## config.mk

```make
export PLATFORM = sky130hd
export DESIGN_NAME = monitor_adc_io_control_regs
export DESIGN_NICKNAME = d
export VERILOG_FILES = /design/src/rtl/monitor_ctrl_pkg.sv /design/src/rtl/settle_timer.sv /design/src/rtl/channel_walker.sv /design/src/rtl/monitor_adc_io_control_regs.sv
export SDC_FILE = /design/constraint.sdc
export NUM_CORES = 1
export LEC_CHECK = 0
export BUFFER_PORTS_ARGS = -buffer_cell sky130_fd_sc_hd__buf_2
export CORE_UTILIZATION = 35
export DETAILED_ROUTE_END_ITERATION = 10
export PLACE_DENSITY = 0.65
export SETUP_SLACK_MARGIN = 0.15
export SLEW_MARGIN = 20
export SYNTH_ARGS = -nofsm -noshare
export SYNTH_HDL_FRONTEND = slang
export SYNTH_SLANG_ARGS = --single-unit
```

## constraint.sdc

```tcl
create_clock -name clk_i -period 5.35 [get_ports clk_i]
set_input_delay 1.605 -clock clk_i [delete_from_list [all_inputs] [get_ports clk_i]]
set_output_delay 1.605 -clock clk_i [all_outputs]
set_load 0.05 [all_outputs]
```

## src/rtl/monitor_ctrl_pkg.sv

```systemverilog
// Behaviour
// [RULE1] Host writes zero to converter setup bit 7; it is reserved.
// [RULE2] Force-on bit set keeps converter powered always, no settling wait.
// [RULE3] Force-on clear: power on request, wait reference settle, power off after.
// [RULE4] Temperature select field picks none, sensor one, sensor two or both.
// [RULE5] General analog input select bit adds that input to the next sequence.
// [RULE6] Cell count code n up to 5 selects cells 1..n+1, else cell 1.
// [RULE7] Auxiliary switch bit connects auxiliary pin to 5 V regulator output.
// [RULE8] Port drive bit zero pulls general pin low, one releases it.
// [RULE9] Host sets port drive bit before using the general pin as input.
// [RULE10] Port level bit reports the present level of the general pin.
// [RULE11] Sleep bit set: low current state, all fault comparators disabled.
// [RULE12] After sleep clears, wait 1 ms before voltage monitoring is active.
// [RULE13] Each sensor return bit grounds its sensor's negative input when set.
// [RULE14] Host clears sensor return bits when temperatures are not needed.
// [RULE15] Writing one to the trigger bit starts a sequence with current setup.
// [RULE16] Writable bits hold their value until rewritten or reset, read back.
package monitor_ctrl_pkg;

	// register indices; byte address is four times the index
	localparam logic [7:0] IDX_CONVERTER_SETUP = 8'h30;
	localparam logic [7:0] IDX_PIN_IO_SETUP = 8'h31;
	localparam logic [7:0] IDX_CONVERSION_TRIGGER = 8'h34;
	localparam logic [7:0] IDX_ENGINE_STATUS = 8'h35;

	// converter setup fields
	localparam int CS_FORCE_ON = 6;
	localparam int CS_TEMP_LSB = 4;
	localparam int CS_GENERAL = 3;
	localparam int CS_CELL_LSB = 0;
	localparam logic [7:0] CS_RESET = 8'h00;

	// pin io setup fields
	localparam int PIO_AUX = 7;
	localparam int PIO_DRIVE = 6;
	localparam int PIO_LEVEL = 5;
	localparam int PIO_SLEEP = 2;
	localparam int PIO_RET_LSB = 0;
	localparam logic [7:0] PIO_RESET = 8'h40;
	localparam logic [7:0] PIO_WRITE_MASK = 8'hC7;

	// trigger and status fields
	localparam int TRIG_BIT = 0;
	localparam int ST_BUSY = 0;
	localparam int ST_POWER = 1;
	localparam int ST_MONITOR = 2;
	localparam int ST_PENDING = 3;

	// channel order of a sequence: cells 1..6, general input, sensor one, sensor two
	localparam int NUM_CELLS = 6;
	localparam int NUM_CHANNELS = 9;

	// timing
	localparam longint CLK_HZ = 50_000_000;
	localparam longint WAKE_DELAY_US = 1000;
	localparam longint REF_SETTLE_US = 100;
	localparam int WAKE_CYCLES = int'((WAKE_DELAY_US * CLK_HZ + 999_999) / 1_000_000);
	localparam int REF_SETTLE_CYCLES = int'((REF_SETTLE_US * CLK_HZ + 999_999) / 1_000_000);

	typedef enum logic [1:0] {M_IDLE, M_POWER, M_RUN} engine_state_t;
	typedef enum logic [1:0] {W_IDLE, W_SCAN, W_WAIT} walk_state_t;

endpackage

```

## src/rtl/settle_timer.sv

```systemverilog
`timescale 1ns/1ps
`default_nettype none
module settle_timer import monitor_ctrl_pkg::*; #(
	parameter int CYCLES = 16
) (
	input wire logic clk_i, // system clock
	input wire logic rst_i, // synchronous reset
	input wire logic start_i, // load and run
	output logic busy_o, // counting
	output logic done_o // one-cycle pulse at expiry
);
	localparam int CW = $clog2(CYCLES + 1);

	generate
		if (CYCLES < 1) begin : g_bad
			$error("settle_timer needs at least one cycle");
		end
	endgenerate

	typedef struct packed {
		logic busy;
		logic done;
		logic [CW-1:0] cnt;
	} tstate_t;

	tstate_t s_q, s_d;

	// a restart while running reloads, so the wait counts from the last request
	always_comb begin
		s_d = s_q;
		s_d.done = 1'b0;
		if (start_i) begin
			s_d.busy = 1'b1;
			s_d.cnt = CW'(CYCLES);
		end else if (s_q.busy) begin
			s_d.cnt = s_q.cnt - CW'(1);
			if (s_q.cnt == CW'(1)) begin
				s_d.busy = 1'b0;
				s_d.done = 1'b1;
			end
		end
	end

	always_ff @(posedge clk_i) begin
		if (rst_i) begin
			s_q <= '0;
		end else begin
			s_q <= s_d;
		end
	end

	assign busy_o = s_q.busy;
	assign done_o = s_q.done;
endmodule
`default_nettype wire

```

## src/rtl/channel_walker.sv

```systemverilog
`timescale 1ns/1ps
`default_nettype none
module channel_walker import monitor_ctrl_pkg::*; (
	input wire logic clk_i, // system clock
	input wire logic rst_i, // synchronous reset
	input wire logic start_i, // begin a sequence
	input wire logic [NUM_CHANNELS-1:0] mask_i, // channels to convert
	input wire logic conversion_trigger_done_i, // converter finished a channel
	output logic [3:0] chan_o, // channel being converted
	output logic conversion_trigger_start_o, // one-cycle start to converter
	output logic busy_o, // sequence running
	output logic seq_done_o // one-cycle pulse at sequence end
);
	typedef struct packed {
		walk_state_t st;
		logic [NUM_CHANNELS-1:0] mask;
		logic [3:0] idx;
		logic start;
		logic done;
	} wstate_t;

	wstate_t s_q, s_d;

	// one channel per pass, skipping unselected ones
	always_comb begin
		s_d = s_q;
		s_d.start = 1'b0;
		s_d.done = 1'b0;
		case (s_q.st)
			W_IDLE: begin
				if (start_i) begin
					s_d.mask = mask_i;
					s_d.idx = 4'h0;
					s_d.st = W_SCAN;
				end
			end
			W_SCAN: begin
				if (s_q.idx >= 4'(NUM_CHANNELS)) begin
					s_d.done = 1'b1;
					s_d.st = W_IDLE;
				end else if (s_q.mask[s_q.idx]) begin
					s_d.start = 1'b1;
					s_d.st = W_WAIT;
				end else begin
					s_d.idx = s_q.idx + 4'h1;
				end
			end
			W_WAIT: begin
				if (conversion_trigger_done_i) begin
					s_d.idx = s_q.idx + 4'h1;
					s_d.st = W_SCAN;
				end
			end
			default: s_d.st = W_IDLE;
		endcase
	end

	always_ff @(posedge clk_i) begin
		if (rst_i) begin
			s_q <= '{st: W_IDLE, default: '0};
		end else begin
			s_q <= s_d;
		end
	end

	assign chan_o = s_q.idx;
	assign conversion_trigger_start_o = s_q.start;
	assign busy_o = (s_q.st != W_IDLE);
	assign seq_done_o = s_q.done;
endmodule
`default_nettype wire

```

## src/rtl/monitor_adc_io_control_regs.sv

```systemverilog
`timescale 1ns/1ps
`default_nettype none
module monitor_adc_io_control_regs import monitor_ctrl_pkg::*; #(
	parameter int WAKE_WAIT_CYCLES = WAKE_CYCLES,
	parameter int REF_WAIT_CYCLES = REF_SETTLE_CYCLES
) (
	input wire logic clk_i, // system clock, 50 MHz
	input wire logic rst_i, // synchronous reset, active high
	// classic wishbone slave
	input wire logic cyc_i, // bus cycle
	input wire logic stb_i, // strobe
	input wire logic we_i, // write enable
	input wire logic [9:0] adr_i, // byte address
	input wire logic [3:0] sel_i, // byte lanes
	input wire logic [31:0] dat_i, // write data
	output logic [31:0] dat_o, // read data
	output logic ack_o, // acknowledge
	// converter side
	output logic adc_power_o, // converter subsystem powered
	output logic [3:0] adc_chan_o, // channel to convert
	output logic adc_start_o, // one-cycle conversion start
	input wire logic adc_done_i, // one-cycle conversion finished
	// pins and switches
	output logic aux_connect_o, // aux pin tied to regulator_5v_output
	output logic gpio_o, // general pin output level
	output logic gpio_oe_o, // general pin driven
	input wire logic gpio_i, // general pin level
	output logic [1:0] sensor_return_o, // sensor_return_switch closed per sensor
	output logic sleep_o, // low quiescent state
	output logic comparators_en_o, // fault comparators enabled
	output logic monitor_active_o // voltage monitoring trusted
);
	generate
		if (WAKE_WAIT_CYCLES < 1 || REF_WAIT_CYCLES < 1) begin : g_bad
			$error("wait counts must be at least one cycle");
		end
	endgenerate

	typedef struct packed {
		logic [7:0] conversion_trigger_setup;
		logic [7:0] pin_setup;
		logic gpio_level;
		logic pending;
		engine_state_t st;
		logic power;
		logic monitor;
		logic ack;
		logic [31:0] dat;
	} rstate_t;

	rstate_t s_q, s_d;

	// channel mask for a sequence from the current converter setup
	function automatic logic [NUM_CHANNELS-1:0] channel_mask(input logic [7:0] cs);
		logic [NUM_CELLS-1:0] cells;
		logic [2:0] code;
		code = cs[CS_CELL_LSB +: 3];
		if (code <= 3'h5) begin
			cells = NUM_CELLS'((7'h02 << code) - 7'h01); // [RULE6]
		end else begin
			cells = NUM_CELLS'(1); // [RULE6]
		end
		return {cs[CS_TEMP_LSB + 1], cs[CS_TEMP_LSB], cs[CS_GENERAL], cells}; // [RULE4] [RULE5]
	endfunction

	logic [7:0] idx;
	logic req;
	logic wr;
	logic trig_wr;
	logic walk_start;
	logic walk_busy;
	logic walk_done;
	logic ref_start;
	logic ref_done;
	logic wake_start;
	logic wake_done;

	// one transfer per request; ack drops in the cycle after it was given
	assign idx = adr_i[9:2];
	assign req = cyc_i & stb_i & ~s_q.ack;
	assign wr = req & we_i & sel_i[0];
	assign trig_wr = wr & (idx == IDX_CONVERSION_TRIGGER) & dat_i[TRIG_BIT];

	always_comb begin
		s_d = s_q;
		s_d.ack = req;
		s_d.gpio_level = gpio_i; // [RULE10]
		walk_start = 1'b0;
		ref_start = 1'b0;
		wake_start = 1'b0;

		// register writes; reserved bit 7 of the setup is stored but steers nothing
		if (wr) begin
			case (idx)
				IDX_CONVERTER_SETUP: s_d.conversion_trigger_setup = dat_i[7:0]; // [RULE16] [RULE1]
				IDX_PIN_IO_SETUP: s_d.pin_setup = dat_i[7:0] & PIO_WRITE_MASK; // [RULE16]
				default: ;
			endcase
		end

		// leaving sleep restarts the reference wait
		if (s_q.pin_setup[PIO_SLEEP] && !s_d.pin_setup[PIO_SLEEP]) begin
			wake_start = 1'b1; // [RULE12]
		end
		if (s_d.pin_setup[PIO_SLEEP]) begin
			s_d.monitor = 1'b0; // [RULE11]
		end else if (wake_done) begin
			s_d.monitor = 1'b1; // [RULE12]
		end

		// a trigger that lands while busy is kept, not lost
		if (trig_wr) begin
			s_d.pending = 1'b1; // [RULE15]
		end

		case (s_q.st)
			M_IDLE: begin
				if (s_q.pending) begin
					s_d.pending = trig_wr;
					s_d.power = 1'b1;
					if (s_q.conversion_trigger_setup[CS_FORCE_ON]) begin
						walk_start = 1'b1; // [RULE2]
						s_d.st = M_RUN;
					end else begin
						ref_start = 1'b1; // [RULE3]
						s_d.st = M_POWER;
					end
				end
			end
			M_POWER: begin
				if (ref_done) begin
					walk_start = 1'b1; // [RULE3]
					s_d.st = M_RUN;
				end
			end
			M_RUN: begin
				if (walk_done) begin
					s_d.st = M_IDLE;
				end
			end
			default: s_d.st = M_IDLE;
		endcase

		// converter stays on in force mode, otherwise only while a sequence is settling or converting
		if (s_d.conversion_trigger_setup[CS_FORCE_ON] || s_d.st != M_IDLE) begin
			s_d.power = 1'b1; // [RULE2]
		end else begin
			s_d.power = 1'b0; // [RULE3]
		end

		// read data; unmapped addresses read zero and ignore writes
		s_d.dat = 32'h0000_0000;
		if (req && !we_i) begin
			case (idx)
				IDX_CONVERTER_SETUP: s_d.dat = {24'h00_0000, s_q.conversion_trigger_setup}; // [RULE16]
				IDX_PIN_IO_SETUP: begin
					s_d.dat = {24'h00_0000, s_q.pin_setup};
					s_d.dat[PIO_LEVEL] = s_q.gpio_level; // [RULE10]
				end
				IDX_CONVERSION_TRIGGER: s_d.dat = 32'h0000_0000;
				IDX_ENGINE_STATUS: begin
					s_d.dat[ST_BUSY] = (s_q.st != M_IDLE);
					s_d.dat[ST_POWER] = s_q.power;
					s_d.dat[ST_MONITOR] = s_q.monitor;
					s_d.dat[ST_PENDING] = s_q.pending;
				end
				default: s_d.dat = 32'h0000_0000;
			endcase
		end
	end

	always_ff @(posedge clk_i) begin
		if (rst_i) begin
			s_q <= '{conversion_trigger_setup: CS_RESET, pin_setup: PIO_RESET, st: M_IDLE, monitor: 1'b1, default: '0};
		end else begin
			s_q <= s_d;
		end
	end

	// reference settle before converting in auto mode
	settle_timer #(
		.CYCLES(REF_WAIT_CYCLES)
	) u_ref_timer (
		.clk_i(clk_i),
		.rst_i(rst_i),
		.start_i(ref_start),
		.busy_o(),
		.done_o(ref_done)
	);

	// reference settle after sleep exit
	settle_timer #(
		.CYCLES(WAKE_WAIT_CYCLES)
	) u_wake_timer (
		.clk_i(clk_i),
		.rst_i(rst_i),
		.start_i(wake_start),
		.busy_o(),
		.done_o(wake_done)
	);

	// the mask is latched at sequence start, so later writes apply next time
	channel_walker u_walker (
		.clk_i(clk_i),
		.rst_i(rst_i),
		.start_i(walk_start),
		.mask_i(channel_mask(s_q.conversion_trigger_setup)), // [RULE15]
		.conversion_trigger_done_i(adc_done_i),
		.chan_o(adc_chan_o),
		.conversion_trigger_start_o(adc_start_o),
		.busy_o(walk_busy),
		.seq_done_o(walk_done)
	);

	// pin and switch outputs from the stored bits; the general pin output level is a constant zero
	assign aux_connect_o = s_q.pin_setup[PIO_AUX]; // [RULE7]
	assign gpio_o = 1'b0;
	assign gpio_oe_o = ~s_q.pin_setup[PIO_DRIVE]; // [RULE8]
	assign sensor_return_o = s_q.pin_setup[PIO_RET_LSB +: 2]; // [RULE13]
	assign sleep_o = s_q.pin_setup[PIO_SLEEP]; // [RULE11]
	assign comparators_en_o = ~s_q.pin_setup[PIO_SLEEP]; // [RULE11]
	assign monitor_active_o = s_q.monitor;
	assign adc_power_o = s_q.power;
	assign ack_o = s_q.ack;
	assign dat_o = s_q.dat;

	logic unused;
	assign unused = walk_busy;
endmodule
`default_nettype wire

```

==> results of run 1 <==
## synthesized netlist by cell type, types with 2 or more instances
cell type,number
dfxtp_1,78
nor2_1,54
a21oi_1,42
buf_4,39
nand2_1,38
inv_1,18
xnor2_1,18
nand3_1,15
nor3_1,15
ha_1,13
clkbuf_1,12
mux2i_1,12
xor2_1,8
nor2b_1,7
nor3b_1,7
o21ai_0,7
nor4_1,6
or4_1,5
a211oi_1,4
nand3b_1,4
nand4_1,4
a22oi_1,3
nand4b_1,3
or3_1,3
and2_1,2
buf_1,2
buf_2,2
nand2b_1,2
or2_2,2
or3_2,2
## per-stage QoR
step | std cells | hold slack [ns] | total power [mW] | util [%]
4_1_cts | 613 | 0.4597 | 1.133 | 39.64
2_1_floorplan | 470 | 0.4323 | 0.6777 | -
5_1_grt | 613 | 0.4854 | 1.165 | 39.64
3_3_place_gp | 597 | 0.4434 | 0.6790 | 37.64
3_5_place_dp | 597 | 0.4473 | 0.6800 | 37.64
6_report | 613 | 0.4599 | 1.116 | 39.64
## layout make-up
type / count / area, um^2
timing repair buffer: 48 / 247.7
sequential: 78 / 1562
clock inverter: 6 / 68.82
fill: 1052 / 6260
tap: 136 / 170.2
clock buffer: 10 / 137.6
multi-input combinational: 317 / 1857
inverter: 18 / 67.56
## cells by family (layout without fill, tap and decap cells)
family | after synthesis | after routing | synth area share, %
flops | 78 | 78 | 41.45
xor+xnor | 26 | 26 | 6.045
simple gates | 175 | 175 | 23.18
mux | 13 | 13 | 3.487
fa+ha+maj | 13 | 13 | 4.318
buf+inv | 75 | 82 | 11.66
other cells | 1 | 25 | 0.09954
compound gates | 65 | 65 | 9.765
## layer usage
| metal | track usage, % | part of all wire (%) |
|---|---|---|
| met5 | 0 | 0 |
| met4 | 4.167 | 0.59 |
| met3 | 3.216 | 3.3 |
| met2 | 24.51 | 51 |
| met1 | 15.33 | 45 |
## layout by cell type (no fill, tap or decap), drive strengths merged, types with 2 or more instances in the layout
cell / Yosys / routed
nand4: 4 / 4
nand3: 16 / 16
clkinv: 0 / 3
nand4b: 3 / 3
clkbuf: 13 / 10
ha: 13 / 13
nor3b: 7 / 7
o21ai: 8 / 8
nand2: 38 / 38
or3: 5 / 5
dfxtp: 78 / 78
or3b: 2 / 2
nor4: 6 / 6
nand2b: 2 / 2
a22oi: 3 / 3
nor3: 15 / 15
mux2i: 12 / 12
buf: 44 / 48
a21oi: 42 / 42
a211oi: 4 / 4
or4: 5 / 5
conb: 1 / 25
and2: 2 / 2
xor2: 8 / 8
inv: 18 / 19
xnor2: 18 / 18
nor2b: 7 / 7
nand3b: 4 / 4
nor2: 54 / 54
or2: 2 / 2
## flip-flops by register name, summed over array words and instances (netlist names), 2 cells and up
register and count:
sensor_return_o 2, u_walker.s_q 11, u_wake_timer.s_q 16, dat_o 8
u_ref_timer.s_q 13, u_walker.chan_o 4, s_q 13
## worst paths after layout
check,depth (start not counted),end,startpoint,slack [ns]
max,8,u_wake_timer.s_q[10],adr_i[9],2.29
max reg2reg,7,u_walker.chan_o[3],u_walker.chan_o[1],3.02
min reg2reg,2,u_walker.s_q[6],u_walker.s_q[6],0.46
min,2,u_walker.s_q[6],u_walker.s_q[6],0.46
## tightest hold or removal path: cells and delay by family, from the launching register on
kind,cells,cell delay (ns)
compound gates,1,0.05
flops,1,0.30
buf+inv,1,0.06
## power by group through the flow
stage | Sequential [mW] | Combinational, mW | Clock [mW]
global route | 0.584 | 0.0896 | 0.492
detailed placement | 0.597 | 0.0829 | 0
finish | 0.583 | 0.0830 | 0.450
global placement | 0.597 | 0.0820 | 0
CTS | 0.583 | 0.0833 | 0.466
floorplan | 0.598 | 0.0799 | 0
==> impl_metrics.json, run 1 <==
{
  "rsz0062_at_grt": "no",
  "die_h_um": 105.8,
  "setup_tns_ns": 0,
  "num_antenna_cells": 0,
  "path_common_cell": "nor2_1",
  "routed_wirelength_mm": 7.124,
  "synth-seq-cells": 78,
  "routed_via_density": 4.840,
  "synth-async-reset-ratio_pct": 0,
  "peakVddDrop_v": 0.0001255,
  "antenna_found_initial": 0,
  "fin_ws_ns": 2.290,
  "grt_use_total_pct": 13.44,
  "clock_latency_ns": 0.34,
  "path_class": "input pin to flop",
  "power.switching_mw": 0.2875,
  "cts_tree": "built",
  "swShare_pct": 25.75,
  "cts_max_level": 3,
  "synth_top_area_share_pct": 41.45,
  "crit_buf_inv": 2,
  "period_share_pct": 57.20,
  "grt_pass1_vias": 2836,
  "slew_headroom_pct": 53.76,
  "synth_area_um2": 3767,
  "fp.dieW_um": 105.8,
  "clock-sinks": 78,
  "power.leakage_nw": 1.624,
  "dr.pass1.iters": 5,
  "cp_max_fo": 15,
  "finalHoldViolCount": 0,
  "synth_top_flop_cell": "dfxtp_1",
  "drive_gt1_share_pct": 15.30,
  "grt_max_degree": 53,
  "drv_cap": 0,
  "area_growth_pct": 9.100,
  "end_kind": "flop",
  "drtIter0Drc": 113,
  "synth.avg_cell_area_um2": 8.447,
  "worstPathRequired_ns": 5.56,
  "root_buffer": "clkbuf_8",
  "path_cells": "buf_2, nor2_1, nand4_1, nor3_1, buf_4, nand4b_1, nand2b_1, nor2_1",
  "grt-ovfl-total": 0,
  "synth_edf_count": 0,
  "combPwrFrac_pct": 7.4,
  "rows": 37,
  "cp-start-kind": "input pin",
  "slowest_stage": "nand2b_1",
  "cts-hold-fix-buffers": 0,
  "yosysTopAreaCell": "dfxtp_1",
  "pwr-share-seq_pct": 52.3,
  "core-area_um2": 10370,
  "yosys-top-cells-area": "dfxtp_1 (41%), buf_4 (7.8%), a21oi_1 (5.6%), nor2_1 (5.4%), ha_1 (4.3%)",
  "start_util_pct": 36.33,
  "place_area_um2": 3904,
  "slowest_delay_ns": 0.47,
  "numCtsBuffers": 9,
  "vias": 2967,
  "cellPowerDensity_nw_per_um2": 271.6,
  "skew_ns": 0.01054,
  "stdcell_area_um2": 4110,
  "cts_setup_buffers": 0,
  "arrival_ns": 3.27,
  "power.internal_mw": 0.8288,
  "io_pins": 100,
  "dp_hpwl_mm": 5.162,
  "synth_warnings": 0,
  "max_freq_mhz": 326.8,
  "clk_pin_slew_ns": 0.08,
  "gp_congestion": 0.7845,
  "die_area_um2": 11180,
  "slew_violations": 0,
  "cts_max_path_buffers": 2,
  "wire_per_inst_um": 11.62,
  "min_period_ns": 3.060,
  "synth_cells": 446,
  "num-nets-final": 538,
  "post-place-ws_ns": 1.890,
  "synth_cell_types": 49,
  "hold_path.class": "flop to flop",
  "drc": 0,
  "finalSetupViolCount": 0,
  "io_buffers": 45,
  "cp_top_family": "simple AND/OR/NAND/NOR gates",
  "ant_nets": 0,
  "cts_resized": 0,
  "status": "completed",
  "clockPowerShare_pct": 40.3,
  "worst_slew_pin_slew_ns": 0.6873,
  "ys_seq_area_share_pct": 41.45,
  "grt_pass1_wl_mm": 12.32
}
Power figures use the tool's default switching activity.
==> run 2, diff against run 1 <==
--- a/config.mk
+++ b/config.mk
@@ -8,7 +8,7 @@
 export BUFFER_PORTS_ARGS = -buffer_cell sky130_fd_sc_hd__buf_2
 export CORE_UTILIZATION = 35
 export DETAILED_ROUTE_END_ITERATION = 10
-export PLACE_DENSITY = 0.65
+export PLACE_DENSITY = 0.67
 export SETUP_SLACK_MARGIN = 0.15
 export SLEW_MARGIN = 20
 export SYNTH_ARGS = -nofsm -noshare
==> constraint.sdc (replaced) <==
create_clock -name clk_i -period 2.6 [get_ports clk_i]
set_input_delay 0.78 -clock clk_i [delete_from_list [all_inputs] [get_ports clk_i]]
set_output_delay 0.78 -clock clk_i [all_outputs]
set_load 0.05 [all_outputs]
==> run 2 against run 1 <==
- worst hold slack got worse by 0.0018 ns
- largest cell class unchanged
- register-to-register slack worse by 2.6 ns
- flip-flop and latch count is the same
- sequential power increased by 110%
- global-route usage increased by 0.43 points
- critical path depth is the same
- largest power group unchanged
- clock-buffer cell count is the same
- core utilization up 0.33 points
- first-iteration DRC count up 5.3%
- combinational power grew 110%
==> impl_metrics.json, run 2 (synthesis results as in run 1) <==
{
  "cts-hold-fix-buffers": 0,
  "num_antenna_cells": 0,
  "area_growth_pct": 9.997,
  "io_buffers": 45,
  "io_pins": 100,
  "num-nets-final": 540,
  "ant_nets": 0,
  "die_h_um": 105.8,
  "largest_reg_flops": 16,
  "status": "completed",
  "clockPowerShare_pct": 42.2,
  "core-area_um2": 10370,
  "antenna_found_initial": 0,
  "top_register": "u_wake_timer.s_q",
  "setup_tns_ns": 0,
  "nFillCells": 1044,
  "min_period_ns": 2.224,
  "max_freq_mhz": 449.6,
  "r2r_start": "u_walker.chan_o[1]",
  "clk_pin_slew_ns": 0.08,
  "cts_resized": 0,
  "grt_pass1_vias": 2803,
  "power.internal_mw": 1.794,
  "cts_max_level": 3,
  "drv_cap": 0,
  "dp_hpwl_mm": 5.177,
  "r2r_end": "u_walker.chan_o[3]",
  "routed_via_density": 4.847,
  "cp_max_fo": 9,
  "fp.dieW_um": 105.8,
  "peakVddDrop_v": 0.0002452,
  "pwr-share-seq_pct": 50.6,
  "cp-start-kind": "flop",
  "path_class": "flop to flop",
  "die_area_um2": 11180,
  "rrSetupSlack_ns": 0.38,
  "cellPowerDensity_nw_per_um2": 572.7,
  "drc": 0,
  "clock_latency_ns": 0.35,
  "worstPathRequired_ns": 2.88,
  "wire_per_inst_um": 11.76,
  "period_share_pct": 85.55,
  "path_cells": "inv_1, ha_1, or3b_4, and2_1, o21ai_2, nand3_2, or4_1, a21oi_1",
  "gp_congestion": 0.7624,
  "rr_worst_depth": 8,
  "layout_common_cells": "dfxtp_1 (76), nor2_1 (54), buf_2 (45)",
  "rsz0062_at_grt": "no",
  "clock-sinks": 78,
  "layout_commonest_cell": "dfxtp_1",
  "grt_max_degree": 53,
  "grt_pass1_wl_mm": 12.49,
  "finalHoldViolCount": 0,
  "slew_violations": 0,
  "grt-ovfl-total": 0,
  "vias": 2981,
  "combPwrFrac_pct": 7.2,
  "rows": 37,
  "power.switching_mw": 0.5798,
  "power.leakage_nw": 1.638,
  "swShare_pct": 24.43,
  "hold_path.class": "flop to flop",
  "slowest_stage": "or4_1",
  "start_util_pct": 36.33,
  "whs_path_depth": 2,
  "report.power.total_mw": 2.373,
  "root_buffer": "clkbuf_8",
  "cts_max_path_buffers": 2,
  "routed_wirelength_mm": 7.230,
  "numCtsBuffers": 9,
  "cts_tree": "built",
  "grt_use_total_pct": 13.87,
  "arrival_ns": 2.50,
  "worst_slew_pin_slew_ns": 0.6666,
  "finalSetupViolCount": 0,
  "slew_headroom_pct": 55.15,
  "hold_path_startpoint": "s_q[54]",
  "cts_setup_buffers": 0,
  "drive_gt1_share_pct": 16.08,
  "dr.pass1.iters": 4,
  "drtIter0Drc": 119,
  "end_kind": "flop",
  "reg.largest.list": "u_wake_timer.s_q (16), s_q (13), u_ref_timer.s_q (13)",
  "holdPathEnd": "s_q[54]",
  "skew_ns": 0.01029,
  "slowest_delay_ns": 0.51
}
[run 2: worst max-delay path by stage]
stage,from,to,slack [ns],cells after the start
after floorplan,adr_i[9],u_wake_timer.done_o,0.38,7
after global placement,adr_i[9],u_wake_timer.s_q[1],0.34,8
after detailed placement,u_walker.chan_o[1],u_walker.chan_o[3],0.28,7
after CTS,u_walker.chan_o[1],u_walker.chan_o[3],0.25,7
after global routing,u_walker.s_q[16],u_walker.chan_o[3],0.21,8
final,u_walker.chan_o[1],u_walker.chan_o[3],0.38,8
[run 2: metal layers]
metal / part of all wire (%) / up-vias / GRT usage (%)
met5: 0 / - / 0
met4: 1.5 / 0 / 5.456
met3: 4.2 / 8 / 4.515
met2: 49 / 58 / 23.25
met1: 45 / 1408 / 16.32
li1: - / 1507 / -
[run 2: area by class of cell]
class	instances	area (um^2)	share of cell area, %
clock buffers	10	137.6	3.321
clock inverters	6	85.08	2.053
inverters	18	67.56	1.630
multi-input cells	317	1857	44.81
flip-flops and latches	78	1564	37.74
well taps	136	170.2	4.106
repair buffers	50	262.8	6.341
[run 2: stage by stage]
step / cells / util (%) / setup slack, ns / hold WS, ns / area [um^2]
CTS: 615 / 39.94 / 0.2459 / 0.4622 / 4141
global route: 615 / 39.96 / 0.2100 / 0.4858 / 4144
global placement: 599 / 37.79 / 0.3426 / 0.4432 / 3919
finish: 615 / 39.96 / 0.3757 / 0.4580 / 4144
floorplan: 470 / - / 0.3761 / 0.4323 / 3857
detailed placement: 599 / 37.79 / 0.2829 / 0.4508 / 3919
[run 2: critical path, delay by kind of cell, from the launching register on]
| kind | cells | cell delay [ns] |
|---|---|---|
| AO/OA/AOI/OAI | 2 | 0.27 |
| adder cells (fa/ha/maj) | 1 | 0.18 |
| buffers and inverters | 1 | 0.08 |
| flip-flops | 1 | 0.42 |
| AND/OR/NAND/NOR | 4 | 1.22 |
[run 2: power by group through the flow]
stage / Clock (mW) / Sequential, mW / Combinational [mW]
4_1_cts: 1.03 / 1.20 / 0.171
2_1_floorplan: 0 / 1.23 / 0.165
5_1_grt: 1.09 / 1.20 / 0.185
3_5_place_dp: 0 / 1.23 / 0.170
3_3_place_gp: 0 / 1.23 / 0.169
6_report: 1.00 / 1.20 / 0.171
==> run 3, diff against run 2 <==
--- a/config.mk
+++ b/config.mk
@@ -8,7 +8,9 @@
 export BUFFER_PORTS_ARGS = -buffer_cell sky130_fd_sc_hd__buf_2
 export CORE_UTILIZATION = 35
 export DETAILED_ROUTE_END_ITERATION = 10
+export GPL_TIMING_DRIVEN = 0
 export PLACE_DENSITY = 0.67
+export REMOVE_ABC_BUFFERS = 1
 export SETUP_SLACK_MARGIN = 0.15
 export SLEW_MARGIN = 20
 export SYNTH_ARGS = -nofsm -noshare
==> run 3 against run 2 <==
- non-clock buffer count decreased by 2
- critical endpoint is now dat_o[4]
- final cell count shrank 0.33%
- routed wire length increased by 2.9%
- sequential share of layout area decreased by 0.23 points
- global-route usage is essentially flat
- highest routed layer unchanged
- clock-buffer cell count is 1 higher
- first-iteration DRC count increased by 62%
- via count about the same
- register-to-register slack worse by 0.04 ns
- combinational power is essentially flat
- clock skew rose by 0.0025 ns
==> impl_metrics.json, run 3 (synthesis results as in run 1) <==
{
  "peakVddDrop_v": 0.0003210,
  "hold_path.class": "flop to flop",
  "cts_max_path_buffers": 2,
  "wire_per_inst_um": 12.13,
  "grt_max_degree": 54,
  "drv_cap": 0,
  "fp.dieW_um": 105.8,
  "largest_reg_flops": 16,
  "area_growth_pct": 10.86,
  "slew_headroom_pct": 34.45,
  "dp_hpwl_mm": 5.297,
  "rrSetupSlack_ns": 0.34,
  "reg.largest.list": "u_wake_timer.s_q (16), s_q (13), u_ref_timer.s_q (13)",
  "antenna_found_initial": 0,
  "drtIter0Drc": 193,
  "start_util_pct": 36.33,
  "cp-start-kind": "input pin",
  "skew_ns": 0.01278,
  "period_share_pct": 88.87,
  "num-nets-final": 538,
  "worstPathRequired_ns": 2.86,
  "clock_latency_ns": 0.35,
  "cts_tree": "built",
  "numCtsBuffers": 9,
  "slew_violations": 0,
  "io_buffers": 45,
  "layout_common_cells": "dfxtp_1 (74), nor2_1 (54), buf_2 (45)",
  "report.power.total_mw": 2.512,
  "die_h_um": 105.8,
  "rows": 37,
  "clk_pin_slew_ns": 0.08,
  "routed_via_density": 4.860,
  "power.leakage_nw": 1.657,
  "seqCellArea_um2": 1567,
  "nFillCells": 1021,
  "max_freq_mhz": 432.8,
  "cts_max_level": 3,
  "min_period_ns": 2.311,
  "io_pins": 100,
  "grt_use_total_pct": 13.88,
  "layout_commonest_cell": "dfxtp_1",
  "drc": 0,
  "status": "completed",
  "grt-ovfl-total": 0,
  "routed_wirelength_mm": 7.437,
  "grt_pass1_vias": 2768,
  "worst_slew_pin_slew_ns": 0.9832,
  "cp_max_fo": 53,
  "holdWs_ns": 0.4574,
  "finalHoldViolCount": 0,
  "num_antenna_cells": 0,
  "end_kind": "flop",
  "clock-sinks": 78,
  "multi_input_comb_area_um2": 1869,
  "finalSetupViolCount": 0,
  "drive_gt1_share_pct": 16.56,
  "dr.pass1.iters": 4,
  "rsz0062_at_grt": "no",
  "die_area_um2": 11180,
  "path_class": "input pin to flop",
  "cts-hold-fix-buffers": 0,
  "top_register": "u_wake_timer.s_q",
  "core-area_um2": 10370,
  "arrival_ns": 2.58,
  "grt_pass1_wl_mm": 12.59,
  "ant_nets": 0,
  "cellPowerDensity_nw_per_um2": 601.5,
  "gp_congestion": 0.8034,
  "root_buffer": "clkbuf_8",
  "vias": 2979
}
[run 3: cell count changes in the layout (fill, tap and decap cells not counted), sizes merged]
cell and delta:
buf -2, bufinv +1, clkinvlp -2, clkbuf +1, inv +1, clkinv -1
[run 3: final cells by class]
type / instances / area share (%)
clock inverters: 5 / 2.487
flip-flops and latches: 78 / 37.51
multi-input cells: 317 / 44.76
clock buffers: 11 / 3.625
repair buffers: 48 / 5.932
inverters: 18 / 1.618
well taps: 136 / 4.074
[run 3: what timing repair did]
| action | in CTS | in global routing |
|---|---|---|
| gates resized for setup | 0 | 7 |
| hold endpoints to repair | 0 | 0 |
| setup endpoints to repair | 0 | 15 |
| setup buffers | 0 | 2 |
[run 3: power by group]
part	internal (mW)	leakage [nW]	switching, mW
registers	1.20	0.630	0.00315
logic	0.0329	0.897	0.139
clock network	0.692	0.130	0.448
[run 3: layer usage]
| metal | vias up | GRT usage [%] | wire length, um |
|---|---|---|---|
| met5 | - | 0 | 0 |
| met4 | 0 | 3.175 | 48 |
| met3 | 6 | 4.205 | 293 |
| met2 | 66 | 24.04 | 3671 |
| met1 | 1411 | 16.78 | 3423 |
| li1 | 1496 | - | - |
[run 3: worst max-delay path: stages]
cell	delay (ns)
buf_2	0.40
or4_1	0.79
or2_2	0.38
nor3b_1	0.19
[run 3: per-stage QoR]
stage / setup TNS (ns) / instance area, um^2 / util [%] / setup slack (ns) / cells
after floorplan: -2.033 / 3486 / - / -0.1919 / 413
after global placement: -32.46 / 3881 / 37.43 / -1.263 / 594
after detailed placement: -1.975 / 3894 / 37.55 / -0.1865 / 595
after CTS: 0 / 4149 / 40.01 / 0.1927 / 611
after global routing: 0 / 4177 / 40.28 / 0.1516 / 613
final: 0 / 4177 / 40.28 / 0.2893 / 613
[run 3: worst paths after layout]
kind / startpoint / end / depth (start not counted)
setup / recovery: rst_i / dat_o[4] / 4
hold / removal: s_q[54] / s_q[54] / 2
setup reg to reg: u_walker.chan_o[1] / u_walker.chan_o[3] / 8
hold reg to reg: s_q[54] / s_q[54] / 2
